--- src/tmoc_pkg.sv ---
/*
  shared constants and types of the two-instance output-compare timer.
  assumes an apb master with 32-bit data and one clock, clk_sys.
*/
`default_nettype none
package tmoc_pkg;
  typedef logic [31:0] tmoc_word_t;
  typedef logic [7:0] tmoc_addr_t;
  // per-timer configuration registers
  typedef struct packed {
    logic [7:0] ctrl;
    logic [7:0] ioab;
    logic [7:0] iocd;
  } tmoc_cfg_t;

  localparam int TMOC_NTMR = 2;
  localparam int TMOC_NPIN = 8;
  // common register byte offsets
  localparam tmoc_addr_t OFS_START = 8'h00;
  localparam tmoc_addr_t OFS_MODE = 8'h04;
  localparam tmoc_addr_t OFS_INIT = 8'h08;
  localparam tmoc_addr_t OFS_DIS = 8'h0C;
  localparam tmoc_addr_t OFS_PFN = 8'h10;
  // timer i block sits at 0x20 + i*0x20; word index inside the block
  localparam logic [2:0] SUB_CTRL = 3'h0;
  localparam logic [2:0] SUB_IOAB = 3'h1;
  localparam logic [2:0] SUB_IOCD = 3'h2;
  localparam logic [2:0] SUB_CNT = 3'h3;
  localparam logic [2:0] SUB_GRA = 3'h4;
  // start register fields
  localparam int START_RUN_LSB = 0;
  localparam int START_CONT_LSB = 2;
  // mode register fields
  localparam int MODE_SYNC = 0;
  localparam int MODE_BUF_LSB = 1;
  // control register fields
  localparam int CTRL_CKS_LSB = 0;
  localparam int CTRL_CLR_LSB = 3;
  localparam int CTRL_EDGE_LSB = 6;
  // pin function register: bits 7:0 compare output, bit 8 ext clock on pin a0
  localparam int PFN_EXT = 8;
  // count source codes
  localparam logic [2:0] CKS_DIV1 = 3'h0;
  localparam logic [2:0] CKS_DIV2 = 3'h1;
  localparam logic [2:0] CKS_DIV4 = 3'h2;
  localparam logic [2:0] CKS_DIV8 = 3'h3;
  localparam logic [2:0] CKS_DIV32 = 3'h4;
  localparam logic [2:0] CKS_EXT = 3'h5;
  // counter clear codes, low two bits
  localparam logic [1:0] CLR_ON_A = 2'h1;
  localparam logic [1:0] CLR_ON_B = 2'h2;
  // external edge codes
  localparam logic [1:0] EDGE_RISE = 2'h0;
  localparam logic [1:0] EDGE_FALL = 2'h1;
  // compare actions, low two bits of each action code
  localparam logic [1:0] ACT_NONE = 2'h0;
  localparam logic [1:0] ACT_LOW = 2'h1;
  localparam logic [1:0] ACT_HIGH = 2'h2;
  localparam logic [1:0] ACT_TOGGLE = 2'h3;
  localparam logic [15:0] CNT_TOP = 16'hFFFF;
  localparam logic [15:0] CNT_ZERO = 16'h0000;
  // reset values
  localparam logic [3:0] RST_START = 4'hC;
  localparam logic [4:0] RST_MODE = 5'h00;
  localparam logic [7:0] RST_INIT = 8'h00;
  localparam logic [7:0] RST_DIS = 8'hFF;
  localparam logic [8:0] RST_PFN = 9'h000;
  localparam tmoc_cfg_t RST_CFG = 24'h000000;
endpackage : tmoc_pkg
`default_nettype wire

--- src/tmoc_timer.sv ---
/*
  two 16-bit up-counting timers in output-compare mode, four compare
  registers and four pins each, registers behind an apb slave.
  assumes pins are synchronous to clk_sys; port function muxing and
  tristate wire resolution live outside.
*/
// How it works
// - counter equal compare register drives configured level
// - count source clock, divided clock or ext edge
// - clear code 000 runs free, 65536 counts
// - clear codes 01/10 zero counter on match
// - writing run bit 1 starts the timer
// - continue set, run bit 0 stops, pins hold
// - continue clear, compare-a match stops the counter
// - every match and overflow raises an interrupt
// - counter read returns the current count
// - sync set loads both counters on write
// - per channel action low, high or invert
// - a/b code 011 toggles, 010 drives high
// - initial level from start until first match
// - compare ffff wraps and flags overflow
// - registers c/d can steer pins a/b
// - redirect needs select 0, buffer 0, distinct values
// - redirected c code 0011 inverts pin a
// - disable bit 0 lets the pin drive
// - buffer bits 1 make c/d plain compares
// - usable as internal timer without pins
// - pin a0 port, compare or ext clock
// - emergency cutoff pin unused in this mode
`timescale 1ns/1ps
`default_nettype none
module tmoc_timer (
  // clock and reset
  input wire logic clk_sys,
  input wire logic nrst,
  // apb slave
  input wire tmoc_pkg::tmoc_addr_t paddr,
  input wire logic psel,
  input wire logic penable,
  input wire logic pwrite,
  input wire tmoc_pkg::tmoc_word_t pwdata,
  output tmoc_pkg::tmoc_word_t prdata,
  output logic pready,
  output logic pslverr,
  // timer pins, index 4*i+j for timer i, channel a..d
  input wire logic [7:0] pin_in,
  output logic [7:0] pin_out,
  output logic [7:0] pin_oe,
  // interrupt requests, one-cycle pulses
  output logic [7:0] irq_match,
  output logic [1:0] irq_ovf
);
  import tmoc_pkg::*;

  // apb and shared registers
  logic pready_r, pready_nxt, pslverr_r, pslverr_nxt;
  tmoc_word_t prdata_r, prdata_nxt;
  logic [3:0] start_r, start_nxt;
  logic [4:0] mode_r, mode_nxt;
  logic [7:0] init_r, init_nxt, dis_r, dis_nxt;
  logic [8:0] pfn_r, pfn_nxt;
  logic [7:0] oe_r, oe_nxt;
  logic [4:0] pre_r, pre_nxt;
  logic ext_d_r, ext_d_nxt;
  // per-timer state
  tmoc_cfg_t cfg_r [TMOC_NTMR];
  logic [15:0] cnt_r [TMOC_NTMR];
  logic [15:0] gr_r [TMOC_NTMR][4];
  logic [3:0] lvl_r [TMOC_NTMR];
  logic [3:0] irqm_r [TMOC_NTMR];
  logic [TMOC_NTMR-1:0] ovf_r;
  logic [TMOC_NTMR-1:0] stop_w, start_w, cnt_wr_w, blk_hit_w;
  logic wr_go, cmn_hit, blk_sel;
  logic [2:0] sub;

  assign wr_go = psel & penable & pready_r & pwrite;
  assign cmn_hit = (paddr[7:5] == 3'h0);
  assign blk_sel = paddr[6];
  assign sub = paddr[4:2];
  assign blk_hit_w[0] = (paddr[7:5] == 3'h1);
  assign blk_hit_w[1] = (paddr[7:5] == 3'h2);

  // apb slave: answer in the first access cycle, data set up in setup cycle
  always_comb begin
    pready_nxt = psel & ~penable;
    pslverr_nxt = 1'b0;
    prdata_nxt = prdata_r;
    if (psel && !penable) begin
      prdata_nxt = 32'h0000_0000;
      if (cmn_hit) begin
        case (paddr)
          OFS_START: prdata_nxt[3:0] = start_r;
          OFS_MODE: prdata_nxt[4:0] = mode_r;
          OFS_INIT: prdata_nxt[7:0] = init_r;
          OFS_DIS: prdata_nxt[7:0] = dis_r;
          OFS_PFN: prdata_nxt[8:0] = pfn_r;
          default: pslverr_nxt = 1'b1;
        endcase
      end else if (blk_hit_w != 2'b00) begin
        case (sub)
          SUB_CTRL: prdata_nxt[7:0] = cfg_r[blk_sel].ctrl;
          SUB_IOAB: prdata_nxt[7:0] = cfg_r[blk_sel].ioab;
          SUB_IOCD: prdata_nxt[7:0] = cfg_r[blk_sel].iocd;
          SUB_CNT: prdata_nxt[15:0] = cnt_r[blk_sel];
          default: prdata_nxt[15:0] = gr_r[blk_sel][sub[1:0]];
        endcase
      end else begin
        pslverr_nxt = 1'b1;
      end
    end
  end

  always_ff @(posedge clk_sys) begin
    if (!nrst) begin
      pready_r <= 1'b0;
      pslverr_r <= 1'b0;
      prdata_r <= 32'h0000_0000;
    end else begin
      pready_r <= pready_nxt;
      pslverr_r <= pslverr_nxt;
      prdata_r <= prdata_nxt;
    end
  end

  // shared control registers, prescaler, pin enables
  always_comb begin
    start_nxt = start_r;
    mode_nxt = mode_r;
    init_nxt = init_r;
    dis_nxt = dis_r;
    pfn_nxt = pfn_r;
    start_w = '0;
    pre_nxt = 5'(pre_r + 5'h01);
    ext_d_nxt = pin_in[0];
    if (wr_go && cmn_hit) begin
      case (paddr)
        OFS_START: begin
          start_w = pwdata[1:0] & ~start_r[1:0];
          start_nxt = pwdata[3:0];
        end
        OFS_MODE: mode_nxt = pwdata[4:0];
        OFS_INIT: init_nxt = pwdata[7:0];
        OFS_DIS: dis_nxt = pwdata[7:0];
        OFS_PFN: pfn_nxt = pwdata[8:0];
        default: ;
      endcase
    end
    // a self-stop beats a same-cycle restart: the match already happened
    for (int i = 0; i < TMOC_NTMR; i++) begin
      if (stop_w[i]) begin
        start_nxt[START_RUN_LSB+i] = 1'b0;
      end
    end
    // disabled, port or ext-clock pins never drive
    oe_nxt = pfn_r[7:0] & ~dis_r;
    if (pfn_r[PFN_EXT]) begin
      oe_nxt[0] = 1'b0;
    end
  end

  always_ff @(posedge clk_sys) begin
    if (!nrst) begin
      start_r <= RST_START;
      mode_r <= RST_MODE;
      init_r <= RST_INIT;
      dis_r <= RST_DIS;
      pfn_r <= RST_PFN;
      oe_r <= 8'h00;
      pre_r <= 5'h00;
      ext_d_r <= 1'b0;
    end else begin
      start_r <= start_nxt;
      mode_r <= mode_nxt;
      init_r <= init_nxt;
      dis_r <= dis_nxt;
      pfn_r <= pfn_nxt;
      oe_r <= oe_nxt;
      pre_r <= pre_nxt;
      ext_d_r <= ext_d_nxt;
    end
  end

  function automatic logic act(input logic [1:0] code, input logic cur);
    case (code)
      ACT_LOW: act = 1'b0;
      ACT_HIGH: act = 1'b1;
      ACT_TOGGLE: act = ~cur;
      default: act = cur;
    endcase
  endfunction : act

  // counter write hits the addressed timer, or both when synchronised
  always_comb begin
    for (int i = 0; i < TMOC_NTMR; i++) begin
      cnt_wr_w[i] = wr_go && (sub == SUB_CNT) &&
        (blk_hit_w[i] || (mode_r[MODE_SYNC] && blk_hit_w != 2'b00));
    end
  end

  genvar gi;
  generate
    for (gi = 0; gi < TMOC_NTMR; gi++) begin : g_tmr
      tmoc_cfg_t cfg_nxt;
      logic [15:0] cnt_nxt;
      logic [15:0] gr_nxt [4];
      logic [3:0] lvl_nxt, irqm_nxt, match;
      logic ovf_nxt, tick, cnt_en, clr, redir_c, redir_d;
      logic [2:0] cks;
      logic [1:0] edge_sel;
      logic ext_edge;

      assign cks = cfg_r[gi].ctrl[CTRL_CKS_LSB +: 3];
      assign edge_sel = cfg_r[gi].ctrl[CTRL_EDGE_LSB +: 2];
      assign redir_c = ~cfg_r[gi].iocd[3] & ~mode_r[MODE_BUF_LSB+2*gi];
      assign redir_d = ~cfg_r[gi].iocd[7] & ~mode_r[MODE_BUF_LSB+2*gi+1];
      assign stop_w[gi] = match[0] & ~start_r[START_CONT_LSB+gi];

      always_comb begin
        // source selection
        ext_edge = 1'b0;
        case (edge_sel)
          EDGE_RISE: ext_edge = pin_in[0] & ~ext_d_r;
          EDGE_FALL: ext_edge = ~pin_in[0] & ext_d_r;
          default: ext_edge = pin_in[0] ^ ext_d_r;
        endcase
        case (cks)
          CKS_DIV1: tick = 1'b1;
          CKS_DIV2: tick = pre_r[0];
          CKS_DIV4: tick = &pre_r[1:0];
          CKS_DIV8: tick = &pre_r[2:0];
          CKS_DIV32: tick = &pre_r;
          CKS_EXT: tick = ext_edge & pfn_r[PFN_EXT];
          default: tick = 1'b0;
        endcase
        cnt_en = start_r[START_RUN_LSB+gi] & tick;
        for (int j = 0; j < 4; j++) begin
          match[j] = cnt_en && (cnt_r[gi] == gr_r[gi][j]);
        end
        case (cfg_r[gi].ctrl[CTRL_CLR_LSB +: 2])
          CLR_ON_A: clr = match[0];
          CLR_ON_B: clr = match[1];
          default: clr = 1'b0;
        endcase
        // counter
        cnt_nxt = cnt_r[gi];
        if (cnt_wr_w[gi]) begin
          cnt_nxt = pwdata[15:0];
        end else if (clr) begin
          cnt_nxt = CNT_ZERO;
        end else if (cnt_en) begin
          cnt_nxt = 16'(cnt_r[gi] + 16'h0001);
        end
        ovf_nxt = cnt_en && (cnt_r[gi] == CNT_TOP);
        irqm_nxt = match;
        // config and compare registers
        cfg_nxt = cfg_r[gi];
        for (int j = 0; j < 4; j++) begin
          gr_nxt[j] = gr_r[gi][j];
        end
        if (wr_go && blk_hit_w[gi]) begin
          case (sub)
            SUB_CTRL: cfg_nxt.ctrl = pwdata[7:0];
            SUB_IOAB: cfg_nxt.ioab = pwdata[7:0];
            SUB_IOCD: cfg_nxt.iocd = pwdata[7:0];
            SUB_CNT: ;
            default: gr_nxt[sub[1:0]] = pwdata[15:0];
          endcase
        end
        // pin levels; a stopped timer sees no match, so levels hold
        lvl_nxt = lvl_r[gi];
        if (start_w[gi]) begin
          lvl_nxt = init_r[4*gi +: 4];
        end else begin
          if (match[0]) begin
            lvl_nxt[0] = act(cfg_r[gi].ioab[1:0], lvl_r[gi][0]);
          end else if (match[2] && redir_c) begin
            lvl_nxt[0] = act(cfg_r[gi].iocd[1:0], lvl_r[gi][0]);
          end
          if (match[1]) begin
            lvl_nxt[1] = act(cfg_r[gi].ioab[5:4], lvl_r[gi][1]);
          end else if (match[3] && redir_d) begin
            lvl_nxt[1] = act(cfg_r[gi].iocd[5:4], lvl_r[gi][1]);
          end
          // channels c/d drive their own pins only when not redirected or buffered
          if (match[2] && cfg_r[gi].iocd[3] && !mode_r[MODE_BUF_LSB+2*gi]) begin
            lvl_nxt[2] = act(cfg_r[gi].iocd[1:0], lvl_r[gi][2]);
          end
          if (match[3] && cfg_r[gi].iocd[7] && !mode_r[MODE_BUF_LSB+2*gi+1]) begin
            lvl_nxt[3] = act(cfg_r[gi].iocd[5:4], lvl_r[gi][3]);
          end
        end
      end

      always_ff @(posedge clk_sys) begin
        if (!nrst) begin
          cfg_r[gi] <= RST_CFG;
          cnt_r[gi] <= CNT_ZERO;
          lvl_r[gi] <= 4'h0;
          irqm_r[gi] <= 4'h0;
          ovf_r[gi] <= 1'b0;
          for (int j = 0; j < 4; j++) begin
            gr_r[gi][j] <= CNT_TOP;
          end
        end else begin
          cfg_r[gi] <= cfg_nxt;
          cnt_r[gi] <= cnt_nxt;
          lvl_r[gi] <= lvl_nxt;
          irqm_r[gi] <= irqm_nxt;
          ovf_r[gi] <= ovf_nxt;
          for (int j = 0; j < 4; j++) begin
            gr_r[gi][j] <= gr_nxt[j];
          end
        end
      end

    end
  endgenerate

  // outputs
  assign prdata = prdata_r;
  assign pready = pready_r;
  assign pslverr = pslverr_r;
  assign pin_out = {lvl_r[1], lvl_r[0]};
  assign pin_oe = oe_r;
  assign irq_match = {irqm_r[1], irqm_r[0]};
  assign irq_ovf = ovf_r;
endmodule : tmoc_timer
`default_nettype wire

--- config.mk ---
export PLATFORM = sky130hd
export DESIGN_NAME = tmoc_timer
export DESIGN_NICKNAME = d
export VERILOG_FILES = /design/src/tmoc_pkg.sv /design/src/tmoc_timer.sv
export SDC_FILE = /design/constraint.sdc
export NUM_CORES = 1
export LEC_CHECK = 0
export BUFFER_PORTS_ARGS = -buffer_cell sky130_fd_sc_hd__buf_2
export CAP_MARGIN = 15
export CELL_PAD_IN_SITES_DETAIL_PLACEMENT = 0
export CELL_PAD_IN_SITES_GLOBAL_PLACEMENT = 2
export CORE_ASPECT_RATIO = 1.75
export CORE_MARGIN = 5
export CORE_UTILIZATION = 32
export CTS_CLUSTER_DIAMETER = 80
export DETAILED_ROUTE_END_ITERATION = 10
export GPL_TIMING_DRIVEN = 0
export HOLD_SLACK_MARGIN = 0.06
export MAX_ROUTING_LAYER = met4
export PLACE_DENSITY_LB_ADDON = 0.08
export SLEW_MARGIN = 40
export SYNTH_ARGS = -nofsm -noshare
export SYNTH_HDL_FRONTEND = slang
export SYNTH_SLANG_ARGS = --single-unit
--- constraint.sdc ---
create_clock -name clk_sys -period 3.95 [get_ports clk_sys]
set_input_delay 0.79 -clock clk_sys [delete_from_list [all_inputs] [get_ports clk_sys]]
set_output_delay 0.79 -clock clk_sys [all_outputs]
set_load 0.01 [all_outputs]
==> out/metrics.yaml <==
clk_pin_slew_worst_paths_ps: 60
ys.warnings.count: 0
wl_per_cell_um: 28.9
dieArea_um2: 54000
root_buffer: "clkbuf_16"
clock_latency_ps: 600
synthAdderAreaFrac_pct: 1.98
grt_max_degree: 15
drtIter0Drc: 974
worstPathRequired_ps: 4430
rsz0062_at_grt: "no"
synthDistinctLibCells: 81
clockBufferDepth: 3
ys_ff_latch: 292
yosysSeqAreaShare_pct: 37.1
via_count: 14200
synth_simple_gate_area_share_pct: 24.2
drt-vias-per-instance: 5.42
ys.flop_type: "dfxtp_1"
synth_edf_count: 0
n_antenna_cell: 0
route.detailed.drc: 0
critPathKind: "reg -> reg"
final_hold_viol_count: 0
clock_skew_ps: 16.4
synth_top_cell_area_share_pct: 37.1
period_minus_slack_ps: 3270
firstDrtPassIters: 7
coreArea_um2: 48700
drv_cap: 0
die_x_um: 178
tritoncts: "yes"
worstPathArrival_ps: 3760
synth_xor_area_share_pct: 8.28
fmax_mhz: 306
drv_slew: 0
synth_compound_gate_area_share_pct: 8.88
cp_max_fo: 10
grt_pass1_wl_um: 106000
ant_nets: 0
leakagePower_nw: 7.10
synth_top_family_by_area: "simple AND/OR/NAND/NOR gates"
syn_inst: 1841
num_rows: 107
die_h_um: 304
synth_common_cells: "348 x nand2_1, 292 x dfxtp_1, 176 x nand3_1"
io_pins: 113
post_cts_resized: 0
synthMuxAreaShare_pct: 13.1
hp-class: "in -> reg"
worstMarginPinSlew_ps: 883
antenna_found_initial: 0
overflow: 0
grt_use_total_pct: 28.6
grt_pass1_vias: 14200
numCtsBuffers: 30
fillCellCount: 5165
setup_viol: 0
irDropWorstVdd_v: 0.000298
synth.avg_cell_area_um2: 8.56
ys_async_sr_fraction_pct: 0
fin_crit_sh_pct: 82.9
cts_sinks: 292
finalPower_mw: 6.46
power.density_nw_per_um2: 359
synth_top_cell_by_area: "dfxtp_1"
initial_core_util_pct: 32.3
routabilityCongestion: 0.955
syn_area_um2: 15800
wirelength_um: 75800
relSlewSlack_pct: 41.2
fin_tns_setup_ps: 0
synthTopCellsByArea: "dfxtp_1 37%, nand2_1 8.3%, mux4_2 7.0%"
final_nets: 2028
hpwl_um: 58600
drive_above_1_share_pct: 16.9
area.growth.synth_to_final_pct: 14.2
cp-start-kind: "flip-flop"
yosysMostFrequentCell: "nand2_1"
status: "completed"
htree_levels: 1
post_cts_buffers: 0
end_kind: "flip-flop"
io_buffers: 62
hold_buffers: 0
==> final timing paths <==
check            endpoint  slack [ps]  cells after the start        start
max          cnt_r[1][14]         680                      9     pre_r[0]
min               ext_d_r         460                      3    pin_in[0]
max reg2reg  cnt_r[1][14]         680                      9     pre_r[0]
min reg2reg   lvl_r[0][0]         480                      2  lvl_r[0][0]
==> worst max-delay path, cell delays in order (launching register included) <==
cell and delay, ps:
dfxtp_1 470, ha_1 300, and3_1 190, ha_1 200
o22ai_1 150, a221oi_4 690, nand2_2 330, nor3_4 410
nor2_2 190, a22o_1 230
==> registers in the layout, summed over array words and instances (netlist names), 2 cells and up <==
name,flops
pin_oe,8
irq_ovf,2
gr_r,128
cfg_r,48
lvl_r,8
prdata,16
init_r,8
cnt_r,32
irqm_r,8
pfn_r,9
start_r,4
mode_r,5
dis_r,8
pre_r,5
==> metal layers <==
layer	wire length [um]	up-vias	track usage, %
met5	0	-	-
met4	5960	0	18.0
met3	3160	206	2.51
met2	39600	522	51.4
met1	27100	6953	29.8
li1	-	6546	-
==> cells in the final DEF (no fill, tap or decap), types with 9 or more instances in the layout <==
master,netlist,layout
nand2b_1,13,13
clkbuf_2,0,28
o211ai_1,14,14
o21ai_0,32,32
mux4_2,49,49
a21oi_1,69,69
buf_4,35,35
nand3_1,176,176
nand2_1,348,348
nor4_1,25,22
mux2i_1,74,74
a211oi_1,14,14
a22oi_1,10,10
nand4_1,26,26
xnor2_1,72,72
o21ai_1,9,9
a22o_1,9,9
or3_1,10,10
ha_1,25,25
and3_1,13,13
mux2_2,15,15
clkbuf_1,76,59
xor2_1,77,77
nor3_1,27,27
dfxtp_1,292,292
conb_1,1,16
inv_1,32,32
buf_2,51,114
nor2_1,121,121
clkbuf_16,0,31
nor2b_1,9,9
==> power by group <==
| group | internal [mW] | switching, mW |
|---|---|---|
| clock network | 1.72 | 1.29 |
| logic | 0.122 | 0.358 |
| registers | 2.96 | 0.00966 |
==> stage by stage <==
step	util, %	area, um^2	hold slack, ps	worst slack, ps	instances
finish	36.9	18000	460	677	2626
global route	36.9	18000	470	485	2626
CTS	36.9	18000	440	633	2626
detailed placement	34.9	17000	459	547	2572
global placement	34.8	16900	468	133	2572
floorplan	-	15800	405	1350	1856
==> logic make-up after synthesis <==
family,after synthesis
adders and majority gates,25
DFF,292
muxes,141
buffers and inverters,207
and+or+nand+nor,815
AOI/OAI and AO/OA,211
xor gates and xnor gates,149
other,1
==> area by class of cell <==
type	count	area [um^2]	area share, %
multi-input combinational	1357	8980	49.9
clock buffer	47	886	4.92
tap	654	818	4.55
clock inverter	7	110	0.612
timing repair buffer	62	310	1.72
sequential	292	5850	32.5
buffer	170	907	5.04
inverter	37	140	0.779
Note: power is estimated with default switching activity, not from simulation.
